`src/rtl/gas_cal_consts.svh`:
```
// Purpose: Offsets, field positions, reset values and constants of the gas calibration block.
// Assumes: Register addresses are word addresses within each register space.
// Notes: Included by the register block module only; the package and the divider do not include it.
//
// Functional notes
// - Carbon dioxide span recalibration works in triggered and continuous sampling alike.
// - Input register 1 shows the current carbon dioxide measurement.
// - Carbon dioxide reading is in hundredths of a percent, 14 percent reads 1400.
// - Holding register 5 holds the carbon dioxide span factor, readable and writable.
// - Readings scale with the stored span factor, so rewriting it corrects later readings.
// - Oxygen span recalibration works in either sampling mode, with ambient air only.
// - Holding register 4 holds a writable oxygen baseline offset added to the reading.
// - Input register 2 shows oxygen in tenths of a percent, ambient reads 209.
// - Confirm coil 7 after a request starts oxygen span calibration assuming 20.9 percent.
// - After a confirmed action the device clears request and confirm coils itself.
// - Ambient oxygen calibration stores the new oxygen span factor in holding register 3.
// - Holding register 3 is readable and a written value becomes the oxygen factor.
// - Sampling period register 20: zero selects continuous, nonzero triggered, default 300.
`ifndef GAS_CAL_CONSTS_SVH
`define GAS_CAL_CONSTS_SVH

// ----------------------------------------------------------------------
// Register addresses
// ----------------------------------------------------------------------
`define ADDR_IN_CO2_READING 8'h01
`define ADDR_IN_O2_READING 8'h02
`define ADDR_HOLD_O2_SPAN 8'h03
`define ADDR_HOLD_O2_OFFSET 8'h04
`define ADDR_HOLD_CO2_SPAN 8'h05
`define ADDR_HOLD_SAMPLE_PERIOD 8'h14
`define ADDR_COIL_O2_AMBIENT_REQ 8'h01
`define ADDR_COIL_CAL_CONFIRM 8'h07

// ----------------------------------------------------------------------
// Reset values and scaling
// ----------------------------------------------------------------------
`define RST_O2_SPAN 16'h0100
`define RST_O2_OFFSET 16'h0000
`define RST_CO2_SPAN 16'h2000
`define RST_SAMPLE_PERIOD 16'h012c
`define CO2_SPAN_SHIFT 13
`define O2_SPAN_SHIFT 8
`define O2_AMBIENT_TENTHS 16'h00d1

`endif

```
`src/rtl/gas_cal_pkg.sv`:
```
// Purpose: Types shared by the gas calibration block.
// Assumes: Nothing beyond the constants header.
// Notes: Constants live in the header as macros.
package gas_cal_pkg;

  typedef enum logic [1:0] {
    SPACE_INPUT = 2'h0,
    SPACE_HOLDING = 2'h1,
    SPACE_COIL = 2'h2
  } reg_space_t;

  typedef enum logic [2:0] {
    CAL_IDLE = 3'h1,
    CAL_DIVIDE = 3'h2,
    CAL_STORE = 3'h4
  } cal_state_t;

endpackage : gas_cal_pkg

```
`src/rtl/gas_span_calibration_regs.sv`:
```
// Purpose: Register map and calibration command handling of the gas sensor module.
// Assumes: The fieldbus frame layer delivers decoded register accesses one at a time.
// Notes: Answers come one cycle after each request; the oxygen calibration takes about 35 cycles.
`timescale 1ns/1ps
`include "gas_cal_consts.svh"
module gas_span_calibration_regs #(
  parameter int DATA_W = 16
) (
  // Clock and reset.
  input wire logic clk,
  input wire logic reset,
  // Register access from the fieldbus frame layer.
  input wire logic req_valid,
  input wire logic req_write,
  input wire gas_cal_pkg::reg_space_t req_space,
  input wire logic [7:0] req_addr,
  input wire logic [DATA_W-1:0] req_wdata,
  output logic rsp_valid,
  output logic [DATA_W-1:0] rsp_rdata,
  output logic rsp_error,
  // Raw sensor samples.
  input wire logic sample_valid,
  input wire logic [DATA_W-1:0] co2_raw,
  input wire logic [DATA_W-1:0] o2_raw,
  // Sampling control toward the measurement sequencer.
  output logic sampling_continuous,
  output logic [DATA_W-1:0] sampling_period,
  // Calibration status.
  output logic cal_busy
);

  if (DATA_W != 16) begin : g_bad_data_w
    $error("gas_span_calibration_regs: DATA_W must be 16");
  end

  localparam int PW = 2 * DATA_W;

  // ----------------------------------------------------------------------
  // Helpers.
  // ----------------------------------------------------------------------
  function automatic logic [DATA_W-1:0] sat_word(input logic [PW-1:0] v);
    if (v[PW-1:DATA_W] != '0) begin
      sat_word = '1;
    end else begin
      sat_word = v[DATA_W-1:0];
    end
  endfunction : sat_word

  function automatic logic [PW-1:0] mul_word(input logic [DATA_W-1:0] a,
                                             input logic [DATA_W-1:0] b);
    mul_word = PW'(a) * PW'(b);
  endfunction : mul_word

  // ----------------------------------------------------------------------
  // State.
  // ----------------------------------------------------------------------
  logic [DATA_W-1:0] co2_span_q, co2_span_d;
  logic [DATA_W-1:0] o2_span_q, o2_span_d;
  logic [DATA_W-1:0] o2_offset_q, o2_offset_d;
  logic [DATA_W-1:0] period_q, period_d;
  logic [DATA_W-1:0] co2_reading_q, co2_reading_d;
  logic [DATA_W-1:0] o2_base_q, o2_base_d;
  logic [DATA_W-1:0] o2_reading_q, o2_reading_d;
  logic req_coil_q, req_coil_d;
  logic confirm_q, confirm_d;
  gas_cal_pkg::cal_state_t state_q, state_d;
  logic rsp_valid_q, rsp_valid_d;
  logic [DATA_W-1:0] rsp_rdata_q, rsp_rdata_d;
  logic rsp_error_q, rsp_error_d;
  logic div_start;
  logic div_busy;
  logic div_done;
  logic [PW-1:0] div_quot;
  logic [PW-1:0] div_num;

  // New factor = 20.9 percent times the factor over the uncorrected reading, rounded.
  assign div_num = mul_word(`O2_AMBIENT_TENTHS, o2_span_q) + PW'(o2_base_q >> 1);

  span_divider #(
    .WIDTH(PW)
  ) u_div (
    .clk(clk),
    .reset(reset),
    .start(div_start),
    .numerator(div_num),
    .denominator(PW'(o2_base_q)),
    .busy(div_busy),
    .done(div_done),
    .quotient(div_quot)
  );

  // ----------------------------------------------------------------------
  // Next values.
  // ----------------------------------------------------------------------
  always_comb begin
    logic wr_hold;
    logic wr_coil;
    wr_hold = req_valid && req_write && req_space == gas_cal_pkg::SPACE_HOLDING;
    wr_coil = req_valid && req_write && req_space == gas_cal_pkg::SPACE_COIL;
    co2_span_d = co2_span_q;
    o2_span_d = o2_span_q;
    o2_offset_d = o2_offset_q;
    period_d = period_q;
    co2_reading_d = co2_reading_q;
    o2_base_d = o2_base_q;
    o2_reading_d = o2_reading_q;
    req_coil_d = req_coil_q;
    confirm_d = confirm_q;
    state_d = state_q;
    div_start = 1'b0;
    rsp_valid_d = req_valid;
    rsp_rdata_d = '0;
    rsp_error_d = 1'b0;

    // Readings follow the stored factors on every sample.
    if (sample_valid) begin
      co2_reading_d = sat_word(mul_word(co2_raw, co2_span_q) >> `CO2_SPAN_SHIFT);
      o2_base_d = sat_word(mul_word(o2_raw, o2_span_q) >> `O2_SPAN_SHIFT);
      o2_reading_d = sat_word(mul_word(o2_raw, o2_span_q) >> `O2_SPAN_SHIFT)
                     + o2_offset_q;
    end

    // Register writes; no gating by sampling mode.
    if (wr_hold) begin
      unique case (req_addr)
        `ADDR_HOLD_O2_SPAN: o2_span_d = req_wdata;
        `ADDR_HOLD_O2_OFFSET: o2_offset_d = req_wdata;
        `ADDR_HOLD_CO2_SPAN: co2_span_d = req_wdata;
        `ADDR_HOLD_SAMPLE_PERIOD: period_d = req_wdata;
        default: rsp_error_d = 1'b1;
      endcase
    end
    if (wr_coil) begin
      unique case (req_addr)
        `ADDR_COIL_O2_AMBIENT_REQ: req_coil_d = req_wdata[0];
        `ADDR_COIL_CAL_CONFIRM: confirm_d = req_wdata[0];
        default: rsp_error_d = 1'b1;
      endcase
    end

    // Register reads.
    if (req_valid && !req_write) begin
      unique case (req_space)
        gas_cal_pkg::SPACE_INPUT: begin
          unique case (req_addr)
            `ADDR_IN_CO2_READING: rsp_rdata_d = co2_reading_q;
            `ADDR_IN_O2_READING: rsp_rdata_d = o2_reading_q;
            default: rsp_error_d = 1'b1;
          endcase
        end
        gas_cal_pkg::SPACE_HOLDING: begin
          unique case (req_addr)
            `ADDR_HOLD_O2_SPAN: rsp_rdata_d = o2_span_q;
            `ADDR_HOLD_O2_OFFSET: rsp_rdata_d = o2_offset_q;
            `ADDR_HOLD_CO2_SPAN: rsp_rdata_d = co2_span_q;
            `ADDR_HOLD_SAMPLE_PERIOD: rsp_rdata_d = period_q;
            default: rsp_error_d = 1'b1;
          endcase
        end
        gas_cal_pkg::SPACE_COIL: begin
          unique case (req_addr)
            `ADDR_COIL_O2_AMBIENT_REQ: rsp_rdata_d = DATA_W'(req_coil_q);
            `ADDR_COIL_CAL_CONFIRM: rsp_rdata_d = DATA_W'(confirm_q);
            default: rsp_error_d = 1'b1;
          endcase
        end
        default: rsp_error_d = 1'b1;
      endcase
    end
    if (req_valid && req_write && req_space != gas_cal_pkg::SPACE_HOLDING
        && req_space != gas_cal_pkg::SPACE_COIL) begin
      rsp_error_d = 1'b1;
    end

    // Calibration sequence.
    unique case (state_q)
      gas_cal_pkg::CAL_IDLE: begin
        if (confirm_q) begin
          if (req_coil_q && o2_base_q != '0) begin
            div_start = 1'b1;
            state_d = gas_cal_pkg::CAL_DIVIDE;
          end else begin
            req_coil_d = 1'b0;
            confirm_d = 1'b0;
          end
        end
      end
      gas_cal_pkg::CAL_DIVIDE: begin
        if (div_done) begin
          state_d = gas_cal_pkg::CAL_STORE;
        end
      end
      gas_cal_pkg::CAL_STORE: begin
        o2_span_d = sat_word(div_quot);
        req_coil_d = 1'b0;
        confirm_d = 1'b0;
        state_d = gas_cal_pkg::CAL_IDLE;
      end
      default: state_d = gas_cal_pkg::CAL_IDLE;
    endcase
  end

  // ----------------------------------------------------------------------
  // Registers.
  // ----------------------------------------------------------------------
  always_ff @(posedge clk or posedge reset) begin
    if (reset) begin
      co2_span_q <= `RST_CO2_SPAN;
      o2_span_q <= `RST_O2_SPAN;
      o2_offset_q <= `RST_O2_OFFSET;
      period_q <= `RST_SAMPLE_PERIOD;
      co2_reading_q <= '0;
      o2_base_q <= '0;
      o2_reading_q <= '0;
      req_coil_q <= 1'b0;
      confirm_q <= 1'b0;
      state_q <= gas_cal_pkg::CAL_IDLE;
      rsp_valid_q <= 1'b0;
      rsp_rdata_q <= '0;
      rsp_error_q <= 1'b0;
    end else begin
      co2_span_q <= co2_span_d;
      o2_span_q <= o2_span_d;
      o2_offset_q <= o2_offset_d;
      period_q <= period_d;
      co2_reading_q <= co2_reading_d;
      o2_base_q <= o2_base_d;
      o2_reading_q <= o2_reading_d;
      req_coil_q <= req_coil_d;
      confirm_q <= confirm_d;
      state_q <= state_d;
      rsp_valid_q <= rsp_valid_d;
      rsp_rdata_q <= rsp_rdata_d;
      rsp_error_q <= rsp_error_d;
    end
  end

  // ----------------------------------------------------------------------
  // Outputs.
  // ----------------------------------------------------------------------
  assign rsp_valid = rsp_valid_q;
  assign rsp_rdata = rsp_rdata_q;
  assign rsp_error = rsp_error_q;
  assign sampling_continuous = (period_q == '0);
  assign sampling_period = period_q;
  assign cal_busy = (state_q != gas_cal_pkg::CAL_IDLE) || div_busy;

endmodule : gas_span_calibration_regs

```
`src/rtl/span_divider.sv`:
```
// Purpose: Sequential unsigned divider used to compute a new span factor.
// Assumes: start is a one-cycle pulse given only while busy is low.
// Notes: Takes WIDTH cycles; division by zero returns all ones.
`timescale 1ns/1ps
module span_divider #(
  parameter int WIDTH = 32
) (
  // Clock and reset.
  input wire logic clk,
  input wire logic reset,
  // Request.
  input wire logic start,
  input wire logic [WIDTH-1:0] numerator,
  input wire logic [WIDTH-1:0] denominator,
  // Result.
  output logic busy,
  output logic done,
  output logic [WIDTH-1:0] quotient
);

  if (WIDTH < 2 || WIDTH > 64) begin : g_bad_width
    $error("span_divider: WIDTH out of range");
  end

  logic [WIDTH-1:0] rem_q, rem_d;
  logic [WIDTH-1:0] quo_q, quo_d;
  logic [WIDTH-1:0] den_q, den_d;
  logic [7:0] cnt_q, cnt_d;
  logic done_q, done_d;

  // ----------------------------------------------------------------------
  // One quotient bit per cycle.
  // ----------------------------------------------------------------------
  always_comb begin
    logic [WIDTH:0] trial;
    trial = '0;
    rem_d = rem_q;
    quo_d = quo_q;
    den_d = den_q;
    cnt_d = cnt_q;
    done_d = 1'b0;
    if (start && cnt_q == 8'h00) begin
      rem_d = '0;
      quo_d = numerator;
      den_d = denominator;
      cnt_d = 8'(WIDTH);
    end else if (cnt_q != 8'h00) begin
      trial = {rem_q, quo_q[WIDTH-1]};
      quo_d = {quo_q[WIDTH-2:0], 1'b0};
      if (trial >= {1'b0, den_q}) begin
        trial = trial - {1'b0, den_q};
        quo_d[0] = 1'b1;
      end
      rem_d = trial[WIDTH-1:0];
      cnt_d = cnt_q - 8'h01;
      done_d = (cnt_q == 8'h01);
    end
  end

  always_ff @(posedge clk or posedge reset) begin
    if (reset) begin
      rem_q <= '0;
      quo_q <= '0;
      den_q <= '0;
      cnt_q <= 8'h00;
      done_q <= 1'b0;
    end else begin
      rem_q <= rem_d;
      quo_q <= quo_d;
      den_q <= den_d;
      cnt_q <= cnt_d;
      done_q <= done_d;
    end
  end

  assign busy = (cnt_q != 8'h00);
  assign done = done_q;
  assign quotient = quo_q;

endmodule : span_divider

```
`config.mk`:
```
export PLATFORM = sky130hd
export DESIGN_NAME = gas_span_calibration_regs
export DESIGN_NICKNAME = d
export VERILOG_FILES = /design/src/rtl/gas_cal_pkg.sv /design/src/rtl/gas_span_calibration_regs.sv /design/src/rtl/span_divider.sv
export VERILOG_INCLUDE_DIRS = /design/src /design/src/rtl
export SDC_FILE = /design/constraint.sdc
export NUM_CORES = 2
export LEC_CHECK = 0
export ABC_AREA = 1
export BUFFER_PORTS_ARGS = -buffer_cell sky130_fd_sc_hd__buf_2
export CAP_MARGIN = 20
export CORE_MARGIN = 3
export CORE_UTILIZATION = 40
export CTS_BUF_LIST = sky130_fd_sc_hd__clkbuf_8 sky130_fd_sc_hd__clkbuf_16
export DETAILED_ROUTE_END_ITERATION = 8
export SETUP_SLACK_MARGIN = 0.4
export SLEW_MARGIN = 20
export SYNTH_ARGS = -nofsm -noshare
export SYNTH_HDL_FRONTEND = slang
export SYNTH_SLANG_ARGS = --single-unit
```
`constraint.sdc`:
```
create_clock -name clk -period 9.1 [get_ports clk]
set_input_delay 0.91 -clock clk [delete_from_list [all_inputs] [get_ports clk]]
set_output_delay 0.91 -clock clk [all_outputs]
set_load 0.005 [all_outputs]
```
* After elaboration in Yosys (flattened, before gate mapping) *
Cells that the tools add are included.

operators by class
  multiplexer cells = 49
  order comparisons = 1
  eq/ne operators = 19
  add/sub/neg operators = 4
  multipliers = 3
  reduce and logical (&&, ||, !) cells = 29

operators by type and width
  kind                     count
  $mux W32                 5
  $mux W16                 8
  $mul A16 B16 Y32         2
  $pmux W16 S4             1
  $reduce_bool A16 Y1      4
  $pmux W16 S3             1
  $ge A33 B16 Y1           1
  $pmux W16 S2             1
  $sub A32 B16 Y32         1
  $add A24 B15 Y25         1
  $eq A8 B3 Y1 const B     3
  $mul A8 B16 Y24 const A  1
  $mux W1                  23
  $add A16 B16 Y16         1
  $eq A8 B1 Y1 const B     2
  $eq A8 B2 Y1 const B     2
  $logic_not A16 Y1        1
  $mux W8                  2
  $mux W3                  3
  $eq A8 B5 Y1 const B     1
  $logic_and A1 B1 Y1      8
  $logic_not A8 Y1         1
  $reduce_and A2 Y1        4
  $reduce_bool A8 Y1       1
  other kinds (19)         27

storage, ports and cells
  input port bits = 63
  output and inout port bits = 36
  register bits = 224
  logic and storage cells = 123

* Depth between registers and ports, before layout *
  depth in word-level cells = 10
  depth in mapped cells = 42
  gate-level depth less buffers = 40

* Cells and area by module *
From an unflattened synthesis, not the netlist that was laid out.

second synthesis, totals
  cell total of the unflattened synthesis = 4678
  area total of the unflattened synthesis = 34624.5 um2

by module, submodules not included
  module                     cells an instance  sequential area each (um2)  times used  area each (um2)
  gas_span_calibration_regs  3580               3387.0                      1           27256.1
  span_divider               1098               2627.5                      1           7368.3

* Worst setup path before layout *
Ideal clock, no wire load.

  kind = input -> register
  start = input o2_raw[7]
  end = register o2_reading_q[14]
  buffers on the path = 2
  data arrival time = 7.706 ns
  stages = 37
  path slack = 1.258 ns
  cell sequence = clkbuf_1 > clkbuf_1 > nand2_1 > fa_1 > inv_1 > fa_1 > inv_1 > fa_1 > inv_1 > fa_1 > fa_1 > inv_1 > fa_1 > inv_1 > ha_1 > nand2_1 > nor2_1 > nand2_1 > a21oi_1 > nor2_1 > nand3_1 > nand2_1 > inv_1 > nand2_1 > nor2_2 > nand2_4 > or2_4 > ha_1 > inv_1 > nor3_1 > nand3_1 > o2111ai_1 > nand3_1 > and2_1 > o21ai_0 > xor2_1 > o21ai_0

between the ends
  word-level cells in the longest chain between the ends = 5

ends and longest elaborated chain
  element               line                              RTL
  start, declared       gas_span_calibration_regs.sv:24   input wire logic [DATA_W-1:0] o2_raw,
  $mul A16 B16 Y32 (*)  gas_span_calibration_regs.sv:51   mul_word = PW'(a) * PW'(b);
  $reduce_bool A16 Y1   gas_span_calibration_regs.sv:42   if (v[PW-1:DATA_W] != '0) begin
  $mux W16 (*)          gas_span_calibration_regs.sv:42
  $mux W16 (*)          gas_span_calibration_regs.sv:116  if (sample_valid) begin
  $add A16 B16 Y16 (*)  gas_span_calibration_regs.sv:119  o2_reading_d = sat_word(mul_word(o2_raw, o2_span_q) >> `O2_SPAN_SHIFT)
  end signal, assigned  gas_span_calibration_regs.sv:228  o2_reading_q <= o2_reading_d;
  end, declared         gas_span_calibration_regs.sv:63   logic [DATA_W-1:0] o2_reading_q, o2_reading_d;

Mark *: on every way between the ends. The rest lies on a longest branch, timed or not. The select of a mux whose other input is x is not followed.
A chain may end at the register's enable or synchronous reset.

* Worst setup path in the final report *
  start = register o2_span_q[10]
  end = register o2_reading_q[14]

between the ends
  word-level cells in the longest chain between the ends = 5

ends and longest elaborated chain
  element                 line                              RTL
  start, declared         gas_span_calibration_regs.sv:58   logic [DATA_W-1:0] o2_span_q, o2_span_d;
  start signal, assigned  gas_span_calibration_regs.sv:209  o2_span_q <= `RST_O2_SPAN;
  start signal, assigned  gas_span_calibration_regs.sv:223  o2_span_q <= o2_span_d;
  $mul A16 B16 Y32 (*)    gas_span_calibration_regs.sv:51
  $reduce_bool A16 Y1     gas_span_calibration_regs.sv:42
  $mux W16 (*)            gas_span_calibration_regs.sv:42
  $mux W16 (*)            gas_span_calibration_regs.sv:116
  $add A16 B16 Y16 (*)    gas_span_calibration_regs.sv:119

Marked as above.

==> run metrics <==
leakage power 19.4 nW; vias in the first global route 27,602; Die ar. about 85,000 um2; Crit path depth 33; ys flop type dfrtp_1; final hold slack 0.386 ns; final net count ~5,100; non-filler cells, final 5,348; hpwl dp 74,900 um; Final Routed Wirelength 93,100 um; CP most frequent cell fa_1; first-pass GRT wire length approximately 150,000 um; Setup Crit Path Kind reg2reg; CTS Buf Count 26; status completed; routed vias 27,193; fraction of registers with async set/reset 100%; Syn Std Cell Area around 32,000 um2; IO Count 99; Ys Warns 0; Slew @ Worst Pin between 1 and 1.5 ns; Row Count 103; WP buf/inv 4; synthesized area per cell 7.55 um2; Global Route Usage Sum roughly 22%; max-cap check violation count 0; Final Cycle Share 89.7%; Clock Root Buffer clkbuf_16; Sink Count 224; Slew headroom 29.9%; critical register-to-register path startpoint o2_span_q[10]; Hold Buf Count CTS 0; Seq cells post-synth between 200 and 250; port bufs just under 100; Worst Path Required ~9.5 ns; PnR worst setup slack 0.940 ns; RSZ-0062 raised after global routing false; Clk Latency, worst-skew pair roughly 0.56 ns; area grow syn2layout 6.86%; CP startpoint kind flip-flop; setup tns final 0 ns; initial antenna violation count 3; CP max FO 15; Yosys top cell by area fa_1; r2r setup slk 0.94 ns; top cells by area, synth fa_1 26%, dfrtp_1 17%, nand2_1 13%; syn nets 5,116; Core Area 79,800 um2; top routing layer in use met4; Die W 291 um; Setup crit end kind flip-flop; drt wl/cell around 17 um; ANT nets after route 0; Reg clk slew, reported paths roughly 0.070 ns; wire length on met2 44,000 um; maximum VDD drop ~130 uV; initial core utilization 40.7%; pwr/cell area 98.4 nW/um2; DR DRC count 0; Placer Congestion ~0.93; Met3 Wirelength around 5300 um; Worst path slowest cell dfrtp_1; Final Critical Period 8.16 ns; Crit Reg-Reg Endpoint o2_reading_q[14]; Die Y-Extent between 200 and 300 um; R2R depth 33; Yosys top cell area share 26.0%; Max H-tree Level 1; Slew Limit Fails 0; CP top delay family adder cells; Hold WC Path Type in2async; clock buffer depth 3; Inst Count DP 5,300; pre-CTS setup slack 0.592 ns; Clock Skews 0.0312 ns; number of synthesized flops with an enable pin 0; Hold Vio Cnt, Final 0; synth unique cells between 50 and 60; Seq/Total Area, Yosys 17.3%; Post-CTS Setup Inserts 0; First-pass DRT Iterations 6; antenna cells 0; endpoints failing setup 0; CP arrival 8.59 ns; critical path capture point o2_reading_q[14]; GRT Residual Overflow 0; highest cell delay on the worst timing path 0.95 ns; Fmax between 100 and 150 MHz; largest net degree at the start of global routing 80; worst setup path startpoint o2_span_q[10]; DRT iter0 DRCs roughly 2,000; CTS tree done; Post-Syn Instances between 4,000 and 5,000; DRT met1 WL 41,400 um; share of cells above drive strength 1 5.51%; vias per cell 5.08
-- routing by layer --
layer | vias to the layer above | global-route usage, %
li1 | 12981 | -
met2 | 779 | 37.6
met3 | 167 | 2.48
met4 | 0 | 5.16
met1 | 13266 | 30.7
met5 | - | 0
-- worst min-delay path by stage --
stage | start | end | slack [ns] | cells past startpoint
2_1_floorplan | u_div.done | state_q[1] | 0.44 | 1
3_3_place_gp | u_div.done | state_q[1] | 0.45 | 1
3_5_place_dp | u_div.done | state_q[1] | 0.46 | 1
4_1_cts | reset | rsp_rdata[1] | 0.41 | 2
5_1_grt | reset | rsp_rdata[1] | 0.43 | 2
6_report | reset | rsp_rdata[1] | 0.39 | 2
-- where the power goes --
part | switching (mW) | leakage (nW) | internal, mW | total, mW
Combinational | 0.670 | 16.2 | 0.372 | 1.04
Sequential | 0.139 | 2.80 | 1.16 | 1.30
Clock | 0.463 | 0.426 | 0.613 | 1.08
Total | 1.27 | 19.4 | 2.15 | 3.42
-- logic make-up after synthesis --
logic type                 after synthesis  share of synthesized area [%]
and+or+nand+nor                       1507                           18.9
DFF                                    224                           17.3
xor gates and xnor gates                60                           1.67
adders and majority gates              748                           38.5
buffers and inverters                 1219                           14.1
AOI/OAI and AO/OA                      547                           9.53
-- area by class of cell --
class	instances	area (um2)
fill	8194	45000
multi-input combinational	2862	22300
sequential	224	5620
inverter	1038	3900
tap	1050	1310
clock buffer	30	706
timing repair buffer	126	701
clock inverter	18	161
-- cells in the final DEF (no fill, tap or decap), drive strengths merged, types with 2 or more instances in the layout --
cell type,synthesis,layout
nand4,22,22
a21oi,156,156
clkinv,1,7
buf,13,126
ha,326,326
o21ai,255,255
fa,422,422
a22oi,3,3
and3,2,2
nand3b,6,6
nand3,100,100
dfrtp,217,217
a32o,9,9
o21bai,15,15
a21boi,3,3
nor2,191,191
a22o,6,6
bufinv,0,2
o221ai,17,17
a211oi,4,4
clkinvlp,0,6
o31ai,2,2
inv,1037,1041
o22ai,31,31
a31oi,17,17
o2111ai,2,2
xor2,45,45
nor3,34,34
a221oi,2,2
a31o,2,2
nor4,19,19
dfstp,7,7
o21a,3,3
xnor2,15,15
a21o,10,10
nand2,1111,1111
or2,20,20
o211ai,9,9
clkbuf,168,30
-- Yosys cell counts, drive strengths merged (4+ instances only) --
cell    count
o211ai      9
nor2      191
clkbuf    168
buf        13
a31oi      17
nor3       34
a22o        6
ha        326
dfstp       7
dfrtp     217
nor4       19
xnor2      15
o221ai     17
a211oi      4
a21o       10
fa        422
a21oi     156
inv      1037
o21ai     255
nand2    1111
o22ai      31
nand4      22
xor2       45
nand3b      6
or2        20
o21bai     15
nand3     100
a32o        9
-- through the flow --
stage / total power [mW] / utilization (%) / cell area [um2]
after floorplan: 2.05 / - / 32500
after global placement: 2.34 / 42.4 / 33900
after detailed placement: 2.35 / 42.4 / 33900
after CTS: 3.43 / 43.5 / 34700
after global routing: 3.67 / 43.5 / 34700
final: 3.42 / 43.5 / 34700
-- flip-flops by register name, summed over array words and instances, names as in the netlist --
register and count:
co2_reading_q 16, co2_span_q 16, confirm_q 1, o2_base_q 16, o2_offset_q 16, o2_reading_q 16, o2_span_q 16, req_coil_q 1
rsp_error 1, rsp_rdata 16, rsp_valid 1, sampling_period 16, state_q 3, u_div.cnt_q 8, u_div.den_q 16, u_div.done 1
u_div.quotient 32, u_div.rem_q 32
-- timing repair --
action / 4_1_cts / 5_1_grt
gates resized for setup: 0 / 4
endpoints found under the hold margin: 0 / 0
setup endpoints to repair: 0 / 6
Note: power is estimated with default switching activity, not from simulation.
